## src/acs_pkg.sv

```systemverilog
// Purpose: Shared constants for the converter sequencer
// Assumes: 20 MHz system clock, 32-bit register port
// Notes: Offsets are byte addresses within the block
package acs_pkg;
	// ----------------------------------------
	// Register offsets
	// ----------------------------------------
	localparam logic [7:0] OFS_CONTROL = 8'h00; // Control and done flags
	localparam logic [7:0] OFS_DELAY = 8'h04; // Start and repeat delays
	localparam logic [7:0] OFS_STATUS = 8'h08; // Busy status
	localparam logic [7:0] OFS_ONESHOT_EN = 8'h0c; // One-shot channel enables
	localparam logic [7:0] OFS_PERIODIC_EN = 8'h10; // Repeat channel enables
	localparam logic [7:0] OFS_RESULT0 = 8'h14; // First result register
	localparam logic [7:0] OFS_RESULT1 = 8'h18; // Channel 1 result
	localparam logic [7:0] OFS_RESULT2 = 8'h1c; // Channel 2 result
	localparam logic [7:0] OFS_RESULT3 = 8'h20; // Channel 3 result
	localparam logic [7:0] OFS_RESULT4 = 8'h24; // Channel 4 result
	// ----------------------------------------
	// Control field positions, channel count and result width
	// ----------------------------------------
	localparam int BIT_ACTIVATE = 0; // Block enable
	localparam int BIT_START_ONESHOT = 1; // Self-clearing start
	localparam int BIT_START_REPEAT = 2; // Repeat mode
	localparam int BIT_POWER_SAVER_DIS = 3; // Keep analog powered
	localparam int BIT_SOFT_RESET = 4; // Sequencer reset
	localparam int BIT_REPEAT_DONE = 6; // Repeat done flag
	localparam int BIT_ONESHOT_DONE = 7; // One-shot done flag
	localparam int NUM_CHANNELS = 5; // Input channels
	localparam int RESULT_WIDTH = 10; // Result word width
	// ----------------------------------------
	// Reset values
	// ----------------------------------------
	localparam logic [31:0] RST_CONTROL = 32'h0000_0000; // All off
	localparam logic [31:0] RST_DELAY = 32'h0000_0000; // Zero delays
	localparam logic [4:0] RST_CHAN_EN = 5'h00; // No channels
	// ----------------------------------------
	// Timing
	// ----------------------------------------
	localparam int SYS_CLOCK_KHZ = 20000; // System clock rate
	localparam int SEQ_CLOCK_KHZ = 1200; // Sequencing clock rate
	localparam int SEQ_DIV = SYS_CLOCK_KHZ / SEQ_CLOCK_KHZ; // Cycles per tick, rounded down
	localparam int CONV_TIME_NS = 12000; // Longest conversion time
	localparam int SEQ_TICK_NS = 1000000 / SEQ_CLOCK_KHZ; // Sequencing tick period
	localparam int CONV_TICKS = CONV_TIME_NS / SEQ_TICK_NS; // Ticks, rounded down
	// ----------------------------------------
	// Sequencer states
	// ----------------------------------------
	typedef enum logic [2:0] {
		ST_IDLE = 3'b001, // Waiting for a request
		ST_PICK = 3'b010, // Choosing next channel
		ST_CONV = 3'b100 // Converting one channel
	} acs_state_type;
endpackage : acs_pkg

```

## src/acs_sequencer.sv

```systemverilog
// Purpose: Conversion sequencer and register bank for a five-channel converter
// Assumes: Register port is synchronous, single-cycle read data
// Notes: Analog result arrives on sample_data when the conversion ends
//
// Operation
// - Sequencing runs on derived 1.25 MHz tick
// - Reset clears all registers but the start-delay status flag, and sequencing
// - One-shot completion interrupt output
// - Repeat completion interrupt output
// - Sleep gates clocking only
// - Activate low disables converter
// - Channels converted lowest to highest, skipping disabled
// - Ten-bit result, under 12 us
// - Start on one-shot bit or timer zero
// - One-shot cycle uses one-shot enables
// - Repeat cycle uses repeat enables
// - One-shot wins when both pending
// - Start delay precedes first repeat cycle
// - Repeat cycles follow at repeat interval
// - Repeat done set at end, cleared at start
// - Timer expiry during one-shot runs afterward
// - One-shot begins without delay
// - One-shot done set at end, cleared at start
// - One-shot during repeat runs afterward
// - Frequent one-shots starve repeat cycles
// - One-shot start bit self-clears
// - Done flags clear on written one
// - Deactivate finishes current cycle first
// - Clearing repeat keeps current cycle
module acs_sequencer
	import acs_pkg::*;
(
	input wire logic clock, // System clock
	input wire logic rst_n, // Main-well reset, active low
	input wire logic sleep_req, // Sleep request from power control
	input wire logic [7:0] reg_addr, // Register byte offset
	input wire logic reg_wr, // Write strobe
	input wire logic [31:0] reg_wdata, // Write data
	input wire logic reg_rd, // Read strobe
	input wire logic [9:0] sample_data, // Converter core result
	output logic [31:0] reg_rdata, // Registered read data
	output logic [2:0] mux_sel, // Analog channel select
	output logic conv_start, // Converter sampling pulse
	output logic analog_on, // Analog power enable
	output logic core_reset, // Converter core reset
	output logic oneshot_irq, // One-shot completion interrupt
	output logic repeat_irq // Repeat completion interrupt
);
	// ----------------------------------------
	// Declarations
	// ----------------------------------------
	logic [31:0] control_reg; // Control register
	logic [31:0] delay_reg; // Start delay low, repeat delay high
	logic [4:0] oneshot_en_reg; // One-shot enables
	logic [4:0] periodic_en_reg; // Repeat enables
	logic [9:0] result_reg [NUM_CHANNELS]; // Per-channel readings
	logic [4:0] div_reg; // Tick divider
	logic tick; // 1.25 MHz enable pulse
	logic [15:0] timer_reg; // Repeat countdown
	logic timer_first_reg; // Counting the start delay
	logic repeat_pend_reg; // Repeat cycle pending
	logic oneshot_pend_reg; // One-shot cycle pending
	logic active_is_oneshot_reg; // Cycle kind in progress
	logic [4:0] remain_reg; // Channels left in this cycle
	logic [4:0] conv_cnt_reg; // Conversion tick count
	logic activate_prev_reg; // For rising-edge core reset
	acs_state_type state_reg; // Sequencer state
	logic wr_ctl; // Control write
	logic seq_run; // Sequencer may advance
	logic seq_hold; // Soft reset holds sequencer
	logic cycle_end; // Last channel finished
	logic repeat_expire; // Timer reaches zero this tick

	// Lowest set bit index of an enable mask
	function automatic logic [2:0] lowest_chan(input logic [4:0] mask);
		lowest_chan = 3'h0;
		for (int i = NUM_CHANNELS - 1; i >= 0; i--) begin
			if (mask[i]) begin
				lowest_chan = 3'(i);
			end
		end
	endfunction : lowest_chan

	assign wr_ctl = reg_wr && (reg_addr == OFS_CONTROL);
	assign seq_hold = control_reg[BIT_SOFT_RESET];
	// Sleep freezes the divider only; analog power is untouched
	assign seq_run = tick && !seq_hold;
	assign cycle_end = seq_run && (state_reg == ST_CONV) && (conv_cnt_reg == 5'(CONV_TICKS - 1))
		&& ((remain_reg & ~(5'h01 << mux_sel)) == 5'h00);
	assign repeat_expire = seq_run && control_reg[BIT_START_REPEAT] && control_reg[BIT_ACTIVATE]
		&& (timer_reg == 16'h0000);

	// ----------------------------------------
	// Tick divider
	// ----------------------------------------
	// Sequencer steps on an enable pulse rather than a second clock
	always_ff @(posedge clock or negedge rst_n) begin
		if (!rst_n) begin
			div_reg <= 5'h00;
			tick <= 1'b0;
		end else if (sleep_req) begin
			tick <= 1'b0; // Clocking gated while asleep
		end else if (div_reg == 5'(SEQ_DIV - 1)) begin
			div_reg <= 5'h00;
			tick <= 1'b1;
		end else begin
			div_reg <= div_reg + 5'h01;
			tick <= 1'b0;
		end
	end

	// ----------------------------------------
	// Control register
	// ----------------------------------------
	always_ff @(posedge clock or negedge rst_n) begin
		if (!rst_n) begin
			control_reg <= RST_CONTROL;
		end else begin
			if (wr_ctl) begin
				control_reg[BIT_ACTIVATE] <= reg_wdata[BIT_ACTIVATE];
				control_reg[BIT_START_REPEAT] <= reg_wdata[BIT_START_REPEAT];
				control_reg[BIT_POWER_SAVER_DIS] <= reg_wdata[BIT_POWER_SAVER_DIS];
				control_reg[BIT_SOFT_RESET] <= reg_wdata[BIT_SOFT_RESET];
			end
			// Start bit lives one cycle, so a late tick cannot re-arm the request
			if (wr_ctl && reg_wdata[BIT_START_ONESHOT]) begin
				control_reg[BIT_START_ONESHOT] <= 1'b1;
			end else if (control_reg[BIT_START_ONESHOT]) begin
				control_reg[BIT_START_ONESHOT] <= 1'b0;
			end
			// Done flags: hardware set wins over a write-one clear
			if (cycle_end && active_is_oneshot_reg) begin
				control_reg[BIT_ONESHOT_DONE] <= 1'b1;
			end else if (seq_run && state_reg == ST_IDLE && oneshot_pend_reg
					&& control_reg[BIT_ACTIVATE]) begin
				control_reg[BIT_ONESHOT_DONE] <= 1'b0;
			end else if (wr_ctl && reg_wdata[BIT_ONESHOT_DONE]) begin
				control_reg[BIT_ONESHOT_DONE] <= 1'b0;
			end
			if (cycle_end && !active_is_oneshot_reg) begin
				control_reg[BIT_REPEAT_DONE] <= 1'b1;
			end else if (seq_run && state_reg == ST_IDLE && !oneshot_pend_reg
					&& repeat_pend_reg && control_reg[BIT_ACTIVATE]) begin
				control_reg[BIT_REPEAT_DONE] <= 1'b0;
			end else if (wr_ctl && reg_wdata[BIT_REPEAT_DONE]) begin
				control_reg[BIT_REPEAT_DONE] <= 1'b0;
			end
		end
	end

	// ----------------------------------------
	// Other writable registers
	// ----------------------------------------
	always_ff @(posedge clock or negedge rst_n) begin
		if (!rst_n) begin
			delay_reg <= RST_DELAY;
			oneshot_en_reg <= RST_CHAN_EN;
			periodic_en_reg <= RST_CHAN_EN;
		end else if (reg_wr) begin
			if (reg_addr == OFS_DELAY) begin
				delay_reg <= reg_wdata;
			end
			if (reg_addr == OFS_ONESHOT_EN) begin
				oneshot_en_reg <= reg_wdata[4:0];
			end
			if (reg_addr == OFS_PERIODIC_EN) begin
				periodic_en_reg <= reg_wdata[4:0];
			end
		end
	end

	// ----------------------------------------
	// Request capture
	// ----------------------------------------
	// Pending requests survive a running cycle so it is never aborted
	always_ff @(posedge clock or negedge rst_n) begin
		if (!rst_n) begin
			oneshot_pend_reg <= 1'b0;
			repeat_pend_reg <= 1'b0;
		end else if (seq_hold) begin
			oneshot_pend_reg <= 1'b0;
			repeat_pend_reg <= 1'b0;
		end else begin
			if (control_reg[BIT_START_ONESHOT]) begin
				oneshot_pend_reg <= 1'b1;
			end else if (seq_run && state_reg == ST_IDLE && control_reg[BIT_ACTIVATE]) begin
				oneshot_pend_reg <= 1'b0;
			end
			if (repeat_expire) begin
				repeat_pend_reg <= 1'b1;
			end else if (seq_run && state_reg == ST_IDLE && !oneshot_pend_reg
					&& control_reg[BIT_ACTIVATE]) begin
				repeat_pend_reg <= 1'b0;
			end
		end
	end

	// ----------------------------------------
	// Repeat timer
	// ----------------------------------------
	// Timer is loaded with the start delay when repeat mode is off
	always_ff @(posedge clock or negedge rst_n) begin
		if (!rst_n) begin
			timer_reg <= 16'h0000;
			timer_first_reg <= 1'b1;
		end else if (!control_reg[BIT_START_REPEAT] || seq_hold) begin
			timer_reg <= delay_reg[15:0];
			timer_first_reg <= 1'b1;
		end else if (repeat_expire) begin
			timer_reg <= delay_reg[31:16];
			timer_first_reg <= 1'b0;
		end else if (seq_run && control_reg[BIT_ACTIVATE]) begin
			timer_reg <= timer_reg - 16'h0001;
		end
	end

	// ----------------------------------------
	// Sequencer state machine
	// ----------------------------------------
	always_ff @(posedge clock or negedge rst_n) begin
		if (!rst_n) begin
			state_reg <= ST_IDLE;
			remain_reg <= 5'h00;
			mux_sel <= 3'h0;
			conv_cnt_reg <= 5'h00;
			active_is_oneshot_reg <= 1'b0;
			conv_start <= 1'b0;
		end else if (seq_hold) begin
			state_reg <= ST_IDLE;
			remain_reg <= 5'h00;
			conv_start <= 1'b0;
		end else begin
			conv_start <= 1'b0;
			if (seq_run) begin
				case (state_reg)
					ST_IDLE: begin
						// Activate low lets no new cycle start
						if (control_reg[BIT_ACTIVATE] && oneshot_pend_reg) begin
							remain_reg <= oneshot_en_reg;
							active_is_oneshot_reg <= 1'b1;
							state_reg <= ST_PICK;
						end else if (control_reg[BIT_ACTIVATE] && repeat_pend_reg) begin
							remain_reg <= periodic_en_reg;
							active_is_oneshot_reg <= 1'b0;
							state_reg <= ST_PICK;
						end
					end
					ST_PICK: begin
						if (remain_reg == 5'h00) begin
							state_reg <= ST_IDLE; // Empty mask ends at once
						end else begin
							mux_sel <= lowest_chan(remain_reg);
							conv_cnt_reg <= 5'h00;
							conv_start <= 1'b1;
							state_reg <= ST_CONV;
						end
					end
					ST_CONV: begin
						// Fixed conversion window meets the 12 us bound
						if (conv_cnt_reg == 5'(CONV_TICKS - 1)) begin
							remain_reg <= remain_reg & ~(5'h01 << mux_sel);
							state_reg <= (cycle_end) ? ST_IDLE : ST_PICK;
						end else begin
							conv_cnt_reg <= conv_cnt_reg + 5'h01;
						end
					end
					default: begin
						state_reg <= ST_IDLE;
					end
				endcase
			end
		end
	end

	// ----------------------------------------
	// Result capture
	// ----------------------------------------
	always_ff @(posedge clock or negedge rst_n) begin
		if (!rst_n) begin
			for (int i = 0; i < NUM_CHANNELS; i++) begin
				result_reg[i] <= 10'h000;
			end
		end else if (seq_run && state_reg == ST_CONV && conv_cnt_reg == 5'(CONV_TICKS - 1)) begin
			result_reg[mux_sel] <= sample_data;
		end
	end

	// ----------------------------------------
	// Outputs to power and core
	// ----------------------------------------
	always_ff @(posedge clock or negedge rst_n) begin
		if (!rst_n) begin
			analog_on <= 1'b0;
			core_reset <= 1'b1;
			activate_prev_reg <= 1'b0;
			oneshot_irq <= 1'b0;
			repeat_irq <= 1'b0;
		end else begin
			activate_prev_reg <= control_reg[BIT_ACTIVATE];
			// Pulse core reset when the block is switched on
			core_reset <= seq_hold || (control_reg[BIT_ACTIVATE] && !activate_prev_reg);
			// Power saver drops analog power between cycles
			analog_on <= (control_reg[BIT_ACTIVATE] && control_reg[BIT_POWER_SAVER_DIS])
				|| (state_reg != ST_IDLE);
			oneshot_irq <= control_reg[BIT_ONESHOT_DONE];
			repeat_irq <= control_reg[BIT_REPEAT_DONE];
		end
	end

	// ----------------------------------------
	// Read port
	// ----------------------------------------
	always_ff @(posedge clock or negedge rst_n) begin
		if (!rst_n) begin
			reg_rdata <= 32'h0000_0000;
		end else if (reg_rd) begin
			case (reg_addr)
				OFS_CONTROL: reg_rdata <= {24'h000000, control_reg[7:6], 1'b0, control_reg[4:0]};
				OFS_DELAY: reg_rdata <= delay_reg;
				OFS_STATUS: reg_rdata <= {29'h0, timer_first_reg, repeat_pend_reg,
					state_reg != ST_IDLE};
				OFS_ONESHOT_EN: reg_rdata <= {27'h0, oneshot_en_reg};
				OFS_PERIODIC_EN: reg_rdata <= {27'h0, periodic_en_reg};
				OFS_RESULT0: reg_rdata <= {22'h0, result_reg[0]};
				OFS_RESULT1: reg_rdata <= {22'h0, result_reg[1]};
				OFS_RESULT2: reg_rdata <= {22'h0, result_reg[2]};
				OFS_RESULT3: reg_rdata <= {22'h0, result_reg[3]};
				OFS_RESULT4: reg_rdata <= {22'h0, result_reg[4]};
				default: reg_rdata <= 32'h0000_0000; // Unmapped reads zero
			endcase
		end
	end
endmodule : acs_sequencer

```

## config.mk

```make
export PLATFORM = sky130hd
export DESIGN_NAME = acs_sequencer
export DESIGN_NICKNAME = d
export VERILOG_FILES = /design/src/acs_pkg.sv /design/src/acs_sequencer.sv
export SDC_FILE = /design/constraint.sdc
export NUM_CORES = 1
export LEC_CHECK = 0
export BUFFER_PORTS_ARGS = -buffer_cell sky130_fd_sc_hd__buf_2
export CAP_MARGIN = 20
export CORE_ASPECT_RATIO = 1.2
export CORE_MARGIN = 1.5
export CORE_UTILIZATION = 46
export CTS_BUF_LIST = sky130_fd_sc_hd__clkbuf_8
export DETAILED_ROUTE_END_ITERATION = 8
export HOLD_SLACK_MARGIN = 0.03
export PLACE_DENSITY = 0.65
export SLEW_MARGIN = 30
export SYNTH_ARGS = -nofsm -noshare
export SYNTH_HDL_FRONTEND = slang
export SYNTH_SLANG_ARGS = --single-unit
```

## constraint.sdc

```tcl
create_clock -name clock -period 3.1 [get_ports clock]
set_clock_uncertainty 0.2 [all_clocks]
set_input_delay 0.465 -clock clock [delete_from_list [all_inputs] [get_ports clock]]
set_output_delay 0.465 -clock clock [all_outputs]
set_load 0.1 [all_outputs]
```

* Yosys cells after proc, flatten, opt, wreduce, memory -nomap -nowiden
Index checks and enable logic that the tools add are counted.
** Word-level totals
- Register bits after elaboration :: 179
- Latch bits :: 0
- Bits in writable memories :: 0
- Bits in read-only memories :: 0
- Output and inout port bits :: 40
- Word-level logic and storage cells :: 170
- Memories kept :: 0
** Operators by class
- Add/subtract/negate cells :: 3
- Multipliers :: 0
- Div/mod/pow operators :: 0
- Magnitude comparators :: 2
- Equality and inequality tests :: 19
- Shift-type cells :: 1
- Mux-type cells :: 53
- Bitwise logic cells :: 5
- Reductions and logical operators :: 57
** Operator list (count)
- $pmux W32 S10 :: 1
- $bwmux W50 :: 1
- $mux W16 :: 3
- $mux W5 :: 8
- $mux W3 :: 11
- $eq A8 B5 Y1 const B :: 4
- $demux W10 S3 :: 1
- $logic_and A1 B1 Y1 :: 27
- $mux W1 :: 23
- $pmux W5 S2 :: 2
- $reduce_bool A3 Y1 :: 6
- $eq A8 B4 Y1 const B :: 2
- $eq A8 B6 Y1 const B :: 2
- $logic_not A16 Y1 :: 1
- $sub A16 B1 Y16 const B :: 1
- $reduce_and A4 Y1 :: 3
- $add A5 B1 Y5 const B :: 2
- $eq A5 B4 Y1 const B :: 2
- $logic_not A5 Y1 :: 2
- $mux W10 :: 1
- $pmux W3 S3 :: 1
- $eq A8 B3 Y1 const B :: 1
- $logic_not A8 Y1 :: 1
- $reduce_bool A2 Y1 :: 4
- other kinds (20) :: 30

* Logic depth before layout (Yosys ltp)
Gate-level depths: netlist of run 1.
- Word-level depth :: 10
- Mapped depth :: 9
- Gate-level depth less buffers :: 7

* Worst setup path after synthesis of run 1
OpenSTA, ideal clock, no wires.
- Path type :: register -> register
- Start point :: register mux_sel[0]
- End point :: register state_reg[1]
- Setup time :: 0.150 ns
- Data arrival time :: 2.133 ns
- Data required time :: 2.750 ns
- Slack :: 0.617 ns
- Cell stages (with the launch flop) :: 7
- Clock period less this slack :: 2.483 ns
- Cells stage by stage :: dfrtp_1 clkbuf_1 mux2_2 nor4_1 o211ai_1 nand2_1 o311ai_0
** Between the ends
- Word-level cells in the longest chain between the ends :: 10
** Ends and longest elaborated chain
- start, declared :: RTL line acs_sequencer.sv:42 : output logic [2:0] mux_sel,
- start signal, assigned :: RTL line acs_sequencer.sv:252 : mux_sel <= lowest_chan(remain_reg);
- $shl A1 B3 Y5 :: RTL line acs_sequencer.sv:89 : && ((remain_reg & ~(5'h01 << mux_sel)) == 5'h00);
- $not A5 Y5 :: RTL line acs_sequencer.sv:89
- $and A5 B5 Y5 :: RTL line acs_sequencer.sv:89
- $logic_not A5 Y1 :: RTL line acs_sequencer.sv:89
- $logic_and A1 B1 Y1 :: RTL line acs_sequencer.sv:89
- $mux W2 :: RTL line acs_sequencer.sv:262 : state_reg <= (cycle_end) ? ST_IDLE : ST_PICK;
- $mux W3 :: RTL line acs_sequencer.sv:260 : if (conv_cnt_reg == 5'(CONV_TICKS - 1)) begin
- $pmux W3 S3 :: RTL line acs_sequencer.sv:235 : case (state_reg)
- $mux W3 :: RTL line acs_sequencer.sv:234 : if (seq_run) begin
- $mux W3 :: RTL line acs_sequencer.sv:228 : end else if (seq_hold) begin
- end signal, assigned :: RTL line acs_sequencer.sv:262
- end, declared :: RTL line acs_sequencer.sv:67 : acs_state_type state_reg;
No other way between the ends. The select of a mux whose other input is x is not followed.
A chain may end at the register's enable or synchronous reset.

* Worst setup path in the final report of run 1
- Start point :: register conv_cnt_reg[1]
- End point :: register result_reg[24] (netlist bit)
** Between the ends
- Word-level cells in the longest chain between the ends :: 2
** Ends and longest elaborated chain
- start, declared :: RTL line acs_sequencer.sv:65 : logic [4:0] conv_cnt_reg;
- start signal, assigned :: RTL line acs_sequencer.sv:264 : conv_cnt_reg <= conv_cnt_reg + 5'h01;
- $eq A5 B4 Y1 :: RTL line acs_sequencer.sv:283 : end else if (seq_run && state_reg == ST_CONV && conv_cnt_reg == 5'(CONV_TICKS - 1)) begin
- $logic_and A1 B1 Y1 :: RTL line acs_sequencer.sv:283
- end signal, assigned by index :: RTL line acs_sequencer.sv:284 : result_reg[mux_sel] <= sample_data;
- end, declared :: RTL line acs_sequencer.sv:56 : logic [9:0] result_reg [NUM_CHANNELS];
No other way between the ends.

==> impl_metrics.tcl, run 1 <==
set metrics [dict create \
    rr_endpoint "result_reg[24]" \
    synth.area.top_cells "dfrtp_1, mux2_2, a22o_1, mux2i_1, o21ai_0" \
    root_buffer "clkbuf_8" \
    slew_violations 0 \
    grt_pass1_wl_mm 35.4 \
    peakVddDrop_mv 0.279 \
    synthFlopType "dfrtp_1" \
    p_leak_nw 4.62 \
    avgSynthCellArea_um2 11.6 \
    hold_violations 0 \
    finalCritPeriodShare_pct 84.1 \
    cts_buffers 17 \
    post_synth_most_frequent_cells "dfrtp_1, mux2_2, nor2_1" \
    ys_seq_area_share_pct 53.4 \
    wl_mm 21.9 \
    grt_usage_pct 24.1 \
    min_path_cells 2 \
    die_height_um 151 \
    ff2ff_path_depth 6 \
    clock_sinks 179 \
    clockBufferDepth 2 \
    nets 913 \
    die_x_um 126 \
    postCtsSetupRepairBufs 0 \
    grt_overflow 0 \
    synthArstFlopShare_pct 100 \
    syn_inst 722 \
    htree_num_levels 4 \
    drt_pre_antenna_iters 8 \
    synth_top_area_cell "dfrtp_1" \
    required_ps 3250 \
    hold_path.class "in -> reg" \
    arrival_ps 2760 \
    insertion_delay_ps 470 \
    synth_edf_count 0 \
    critPathMaxFanout 10 \
    ant_nets 0 \
    rsz0062_at_grt "false" \
    synth_cell_types 69 \
    final_cells 1086 \
    slew_headroom_pct 57.8 \
    io_pins 95 \
    num_rows 53 \
    critPathLaunchType "flop" \
    cts_tree "done" \
    synth_top_area_share_pct 52.4 \
    worst-setup-path-type "reg -> reg" \
    synth_nets 782 \
    drive_gt1_share_pct 31.2 \
    crit_chain "inv_1 > ha_1 > nand4b_1 > nor4_4 > nand2_1 > mux2_2" \
    synth_most_common_cell "dfrtp_1" \
    tightest_slew_ps 633 \
    initial_utilization_pct 47.4 \
    maxCapViolations 0 \
    num_antenna_cells 0 \
    cpPeakStageDelay_ps 490 \
    fmax_mhz 384 \
    grt_max_degree 61 \
    drc_errors 0 \
    vias 6473 \
    worstHoldStart "reg_wdata[30]" \
    grt_pass1_vias 6570 \
    core_um2 17700 \
    whs_endpoint "delay_reg[30]" \
    place_ws_ps 422 \
    syn_to_final_growth_pct 17.8 \
    yosysWarningCount 0 \
    io_buffers 94 \
    drt_iter0_drc 507 \
    fin_ws_ps 493 \
    tns_ps 0 \
    antenna_found_initial 0 \
    cts_resized 0 \
    endpoint_kind "flop" \
    via_per_inst 5.96 \
    cts.reportedPaths.clkPinSlew_ps 90 \
    ff2ff_setup_slack_ps 490 \
    setup_viol 0 \
    synth-seq-cells 179 \
    min_period_ps 2610 \
    cpMaxStageDelayCell "nand2_1" \
    largest_register_ffs 50 \
    globalplace.congestion 0.961 \
    placedCellCount 1028 \
    p_per_area_nw_per_um2 510 \
    wire_per_inst_um 20.1 \
    synth_area_um2 8400 \
    reg2reg_from "conv_cnt_reg[1]" \
    status "complete, no violations" \
    dp_hpwl_mm 15.9 \
    die_area_um2 19100 \
]
-- placed cells by master (no fill, tap or decap), types with 4 or more instances in the layout --
cell / synthesis / final
o21ai_0: 34 / 34
buf_2: 11 / 93
xnor2_1: 8 / 8
mux2_2: 101 / 101
dlygate4sd3_1: 0 / 26
or4_1: 5 / 5
dfrtp_1: 176 / 176
o221ai_1: 4 / 4
nand2b_1: 6 / 6
a21oi_1: 28 / 28
inv_1: 12 / 12
inv_6: 0 / 4
o2bb2ai_1: 7 / 7
clkbuf_8: 0 / 17
buf_4: 0 / 23
ha_1: 5 / 5
mux2i_1: 19 / 19
nor4_1: 9 / 9
a22oi_1: 17 / 17
nor3_1: 18 / 17
a211oi_1: 7 / 7
nor2_1: 41 / 41
o22ai_1: 13 / 13
a21o_1: 4 / 4
nand2_1: 40 / 40
nand3_1: 22 / 22
a22o_1: 24 / 24
o211ai_1: 6 / 6
nor2b_1: 10 / 10
-- cells by family after synthesis --
group | count (synthesis) | share of synthesized area, %
flip-flops | 179 | 53.4
XOR/XNOR | 11 | 1.15
AND/OR/NAND/NOR | 191 | 12.6
AO/OA/AOI/OAI | 171 | 14.1
multiplexers | 120 | 15.8
adder cells (fa/ha/maj) | 5 | 0.745
buffers and inverters | 45 | 2.28
-- worst max-delay path: cells and delay by family, from the launching register on --
family	cells	cell delay, ps
flip-flops	1	420
multiplexers	1	430
adder cells (fa/ha/maj)	1	140
buffers and inverters	1	80
AND/OR/NAND/NOR	3	1220
-- power breakdown --
| group | internal (mW) | switching (mW) |
|---|---|---|
| sequential | 2.46 | 0.129 |
| clock | 0.822 | 0.907 |
| combinational | 0.302 | 0.426 |
| total | 3.58 | 1.46 |
-- routing by layer --
| metal | track usage [%] | routed length [µm] | up-vias |
|---|---|---|---|
| met5 | 0 | 0 | - |
| met1 | 30.5 | 9290 | 3279 |
| met3 | 3.96 | 895 | 37 |
| met4 | 8.39 | 464 | 0 |
| met2 | 42.2 | 11200 | 184 |
| li1 | - | - | 2973 |
-- stage by stage --
step	total power, mW	hold WS, ps	instance area, µm²	util [%]
floorplan	3.07	-30.6	8400	-
global placement	3.30	230	9210	52.0
detailed placement	3.33	236	9210	52.0
CTS	5.08	32.0	9900	55.9
global route	5.26	45.3	9900	55.9
finish	5.04	56.9	9900	55.9
-- cell type report --
type	count	area (µm²)
Clock buffer	17	234
Clock inverter	15	195
Fill cell	1522	7810
Inverter	13	48.8
Multi-Input combinational cell	498	3730
Sequential cell	179	4480
Tap cell	220	275
Timing Repair Buffer	144	930
-- how the worst max path moves through the flow --
stage / from / endpoint / slack, ps / depth (start not counted)
floorplan: mux_sel[0] / state_reg[1] / 620 / 6
global placement: reg_addr[3] / delay_reg[27] / 480 / 6
detailed placement: reg_addr[3] / delay_reg[20] / 420 / 6
CTS: conv_cnt_reg[1] / result_reg[24] / 500 / 6
global route: conv_cnt_reg[1] / result_reg[27] / 340 / 6
finish: conv_cnt_reg[1] / result_reg[24] / 490 / 6
-- repair_timing --
action / in CTS / in global routing
hold endpoints to repair: 79 / 0
hold buffers: 26 / 0
endpoints found under the setup margin: 0 / 0
Note: power is estimated with default switching activity, not from simulation.
==> run 2, diff against run 1 <==
- ABC_AREA: not set -> 1
- PLACE_DENSITY: 0.65 -> 0.67
- clock period: 3.1 -> 2.09 ns (I/O delays scaled with it)
==> impl_metrics.tcl, run 2 <==
set metrics [dict create \
    insertion_delay_ps 480 \
    layout_common_cells "nand2_1, dfrtp_1, nand3_1" \
    synth_nets 1137 \
    synth_area_um2 8920 \
    slew_violations 0 \
    status "complete, no violations" \
    initial_utilization_pct 47.1 \
    required_ps 1580 \
    yosysWarningCount 0 \
    drive_gt1_share_pct 17.9 \
    num_antenna_cells 0 \
    wl_mm 23.7 \
    io_buffers 94 \
    htree_num_levels 4 \
    peakVddDrop_mv 0.442 \
    critPathMaxFanout 8 \
    cts_tree "done" \
    dp_hpwl_mm 17.0 \
    crit_chain "buf_2" \
    synth.area.top_cells "dfrtp_1, nand2_1, nand3_1, o21ai_0, inv_1" \
    critPathLaunchType "flop" \
    die_height_um 156 \
    worst-setup-path-type "reg -> out" \
    clock_sinks 179 \
    ys_seq_area_share_pct 50.3 \
    grt_usage_pct 24.7 \
    endpoint_kind "output pin" \
    root_buffer "clkbuf_8" \
    maxCapViolations 0 \
    drc_errors 0 \
    synth_top_area_cell "dfrtp_1" \
    grt_pass1_vias 7654 \
    core_um2 18900 \
    hold_path.class "in -> reg" \
    synth-seq-cells 179 \
    grt_pass1_wl_mm 38.7 \
    wire_per_inst_um 15.8 \
    setup_viol 0 \
    cpMaxStageDelayCell "dfrtp_1" \
    grt_overflow 0 \
    fmax_mhz 499 \
    ant_nets 0 \
    p_leak_nw 5.52 \
    synthArstFlopShare_pct 100 \
    cts.reportedPaths.clkPinSlew_ps 100 \
    tns_ps 0 \
    synth_edf_count 0 \
    avgSynthCellArea_um2 8.28 \
    clockBufferDepth 2 \
    cts_buffers 17 \
    drt_pre_antenna_iters 9 \
    min_period_ps 2000 \
    stdcell_area_um2 10700 \
    die_area_um2 20200 \
    cpPeakStageDelay_ps 520 \
    hold_violations 0 \
    final_common_cell "nand2_1" \
    io_pins 95 \
    arrival_ps 1490 \
    globalplace.congestion 0.907 \
    postCtsSetupRepairBufs 0 \
    tightest_slew_ps 516 \
    nets 1285 \
    die_x_um 130 \
    syn_to_final_growth_pct 19.9 \
    vias 7767 \
    num_rows 55 \
    finalCritPeriodShare_pct 95.9 \
    rsz0062_at_grt "false" \
    synth_top_area_share_pct 49.4 \
    grt_max_degree 48 \
    synth_cell_types 42 \
    dpl_cell_area_um2 9820 \
    syn_inst 1077 \
    cp_num_buf_inv 1 \
    synthFlopType "dfrtp_1" \
    via_per_inst 5.20 \
    post_synth_most_frequent_cells "nand2_1, dfrtp_1, nand3_1" \
    slew_headroom_pct 65.8 \
    synth_most_common_cell "nand2_1" \
    critPathTopFamily "flip-flops" \
    antenna_found_initial 0 \
    largest_register_ffs 50 \
    drt_iter0_drc 490 \
    p_per_area_nw_per_um2 697 \
]
==> run 2: cell types whose count changed after synthesis, moves of 19 or more <==
cell and delta:
a22o_1 -24, inv_1 +73, mux2_2 -97, mux2i_1 -19, nand2_1 +246, nand3_1 +105, nor2_1 +37, o21ai_0 +34
o21ai_1 +52
==> run 2: layout make-up <==
| cell class | count | area, µm² |
|---|---|---|
| timing repair buffer | 172 | 1260 |
| multi-input combinational | 762 | 3860 |
| clock buffer | 17 | 234 |
| fill | 1759 | 8230 |
| sequential | 179 | 4480 |
| inverter | 93 | 349 |
| tap | 256 | 320 |
| clock inverter | 15 | 185 |
==> run 2: report_power, final <==
part / switching [mW] / total [mW] / internal, mW
clock: 1.48 / 2.50 / 1.02
combinational: 0.785 / 1.19 / 0.409
sequential: 0.141 / 3.76 / 3.62
total: 2.40 / 7.46 / 5.05
==> run 2: worst paths after layout <==
kind                       cells past startpoint             end  slack [ps]      startpoint
max in group asynchronous                      3    state_reg[0]         910           rst_n
setup reg to reg                               9   timer_reg[12]         140    timer_reg[0]
hold / removal                                 4  control_reg[7]          60          reg_wr
min in group asynchronous                      2   reg_rdata[12]         130           rst_n
hold reg to reg                                0     oneshot_irq         230  control_reg[7]
setup / recovery                               1      mux_sel[1]          90      mux_sel[1]
==> run 2: repair_timing <==
action,in CTS,in global routing
hold buffers,45,0
endpoints found under the setup margin,0,7
gates resized for setup,0,2
endpoints found under the hold margin,290,0
==> run 2: kinds of logic (layout without fill, tap and decap cells) <==
group	after synthesis	count (layout)	synth area share (%)
buf+inv	136	297	6.55
fa+ha+maj	5	5	0.701
simple gates	554	554	29.0
mux	11	11	1.68
xor+xnor	9	9	0.884
flops	179	179	50.3
compound gates	183	183	10.9
==> run 2: per-stage QoR <==
step	setup WS (ps)	instances	power [mW]	utilization, %	hold slack, ps
after detailed placement	108	1417	4.95	51.9	80.5
after global placement	162	1417	4.94	51.9	77.4
after global routing	10.2	1494	7.82	56.5	70.1
final	85.4	1494	7.46	56.5	60.0
after floorplan	6.22	1077	4.55	-	-182
after CTS	57.6	1494	7.51	56.5	33.4
==> run 2: per-layer routing <==
layer,vias to the layer above,track usage [%],part of all wire (%)
li1,3832,-,-
met1,3695,29.4,41
met2,188,43.1,51
met3,52,3.94,3.3
met4,0,12.1,4.0
met5,-,0,0
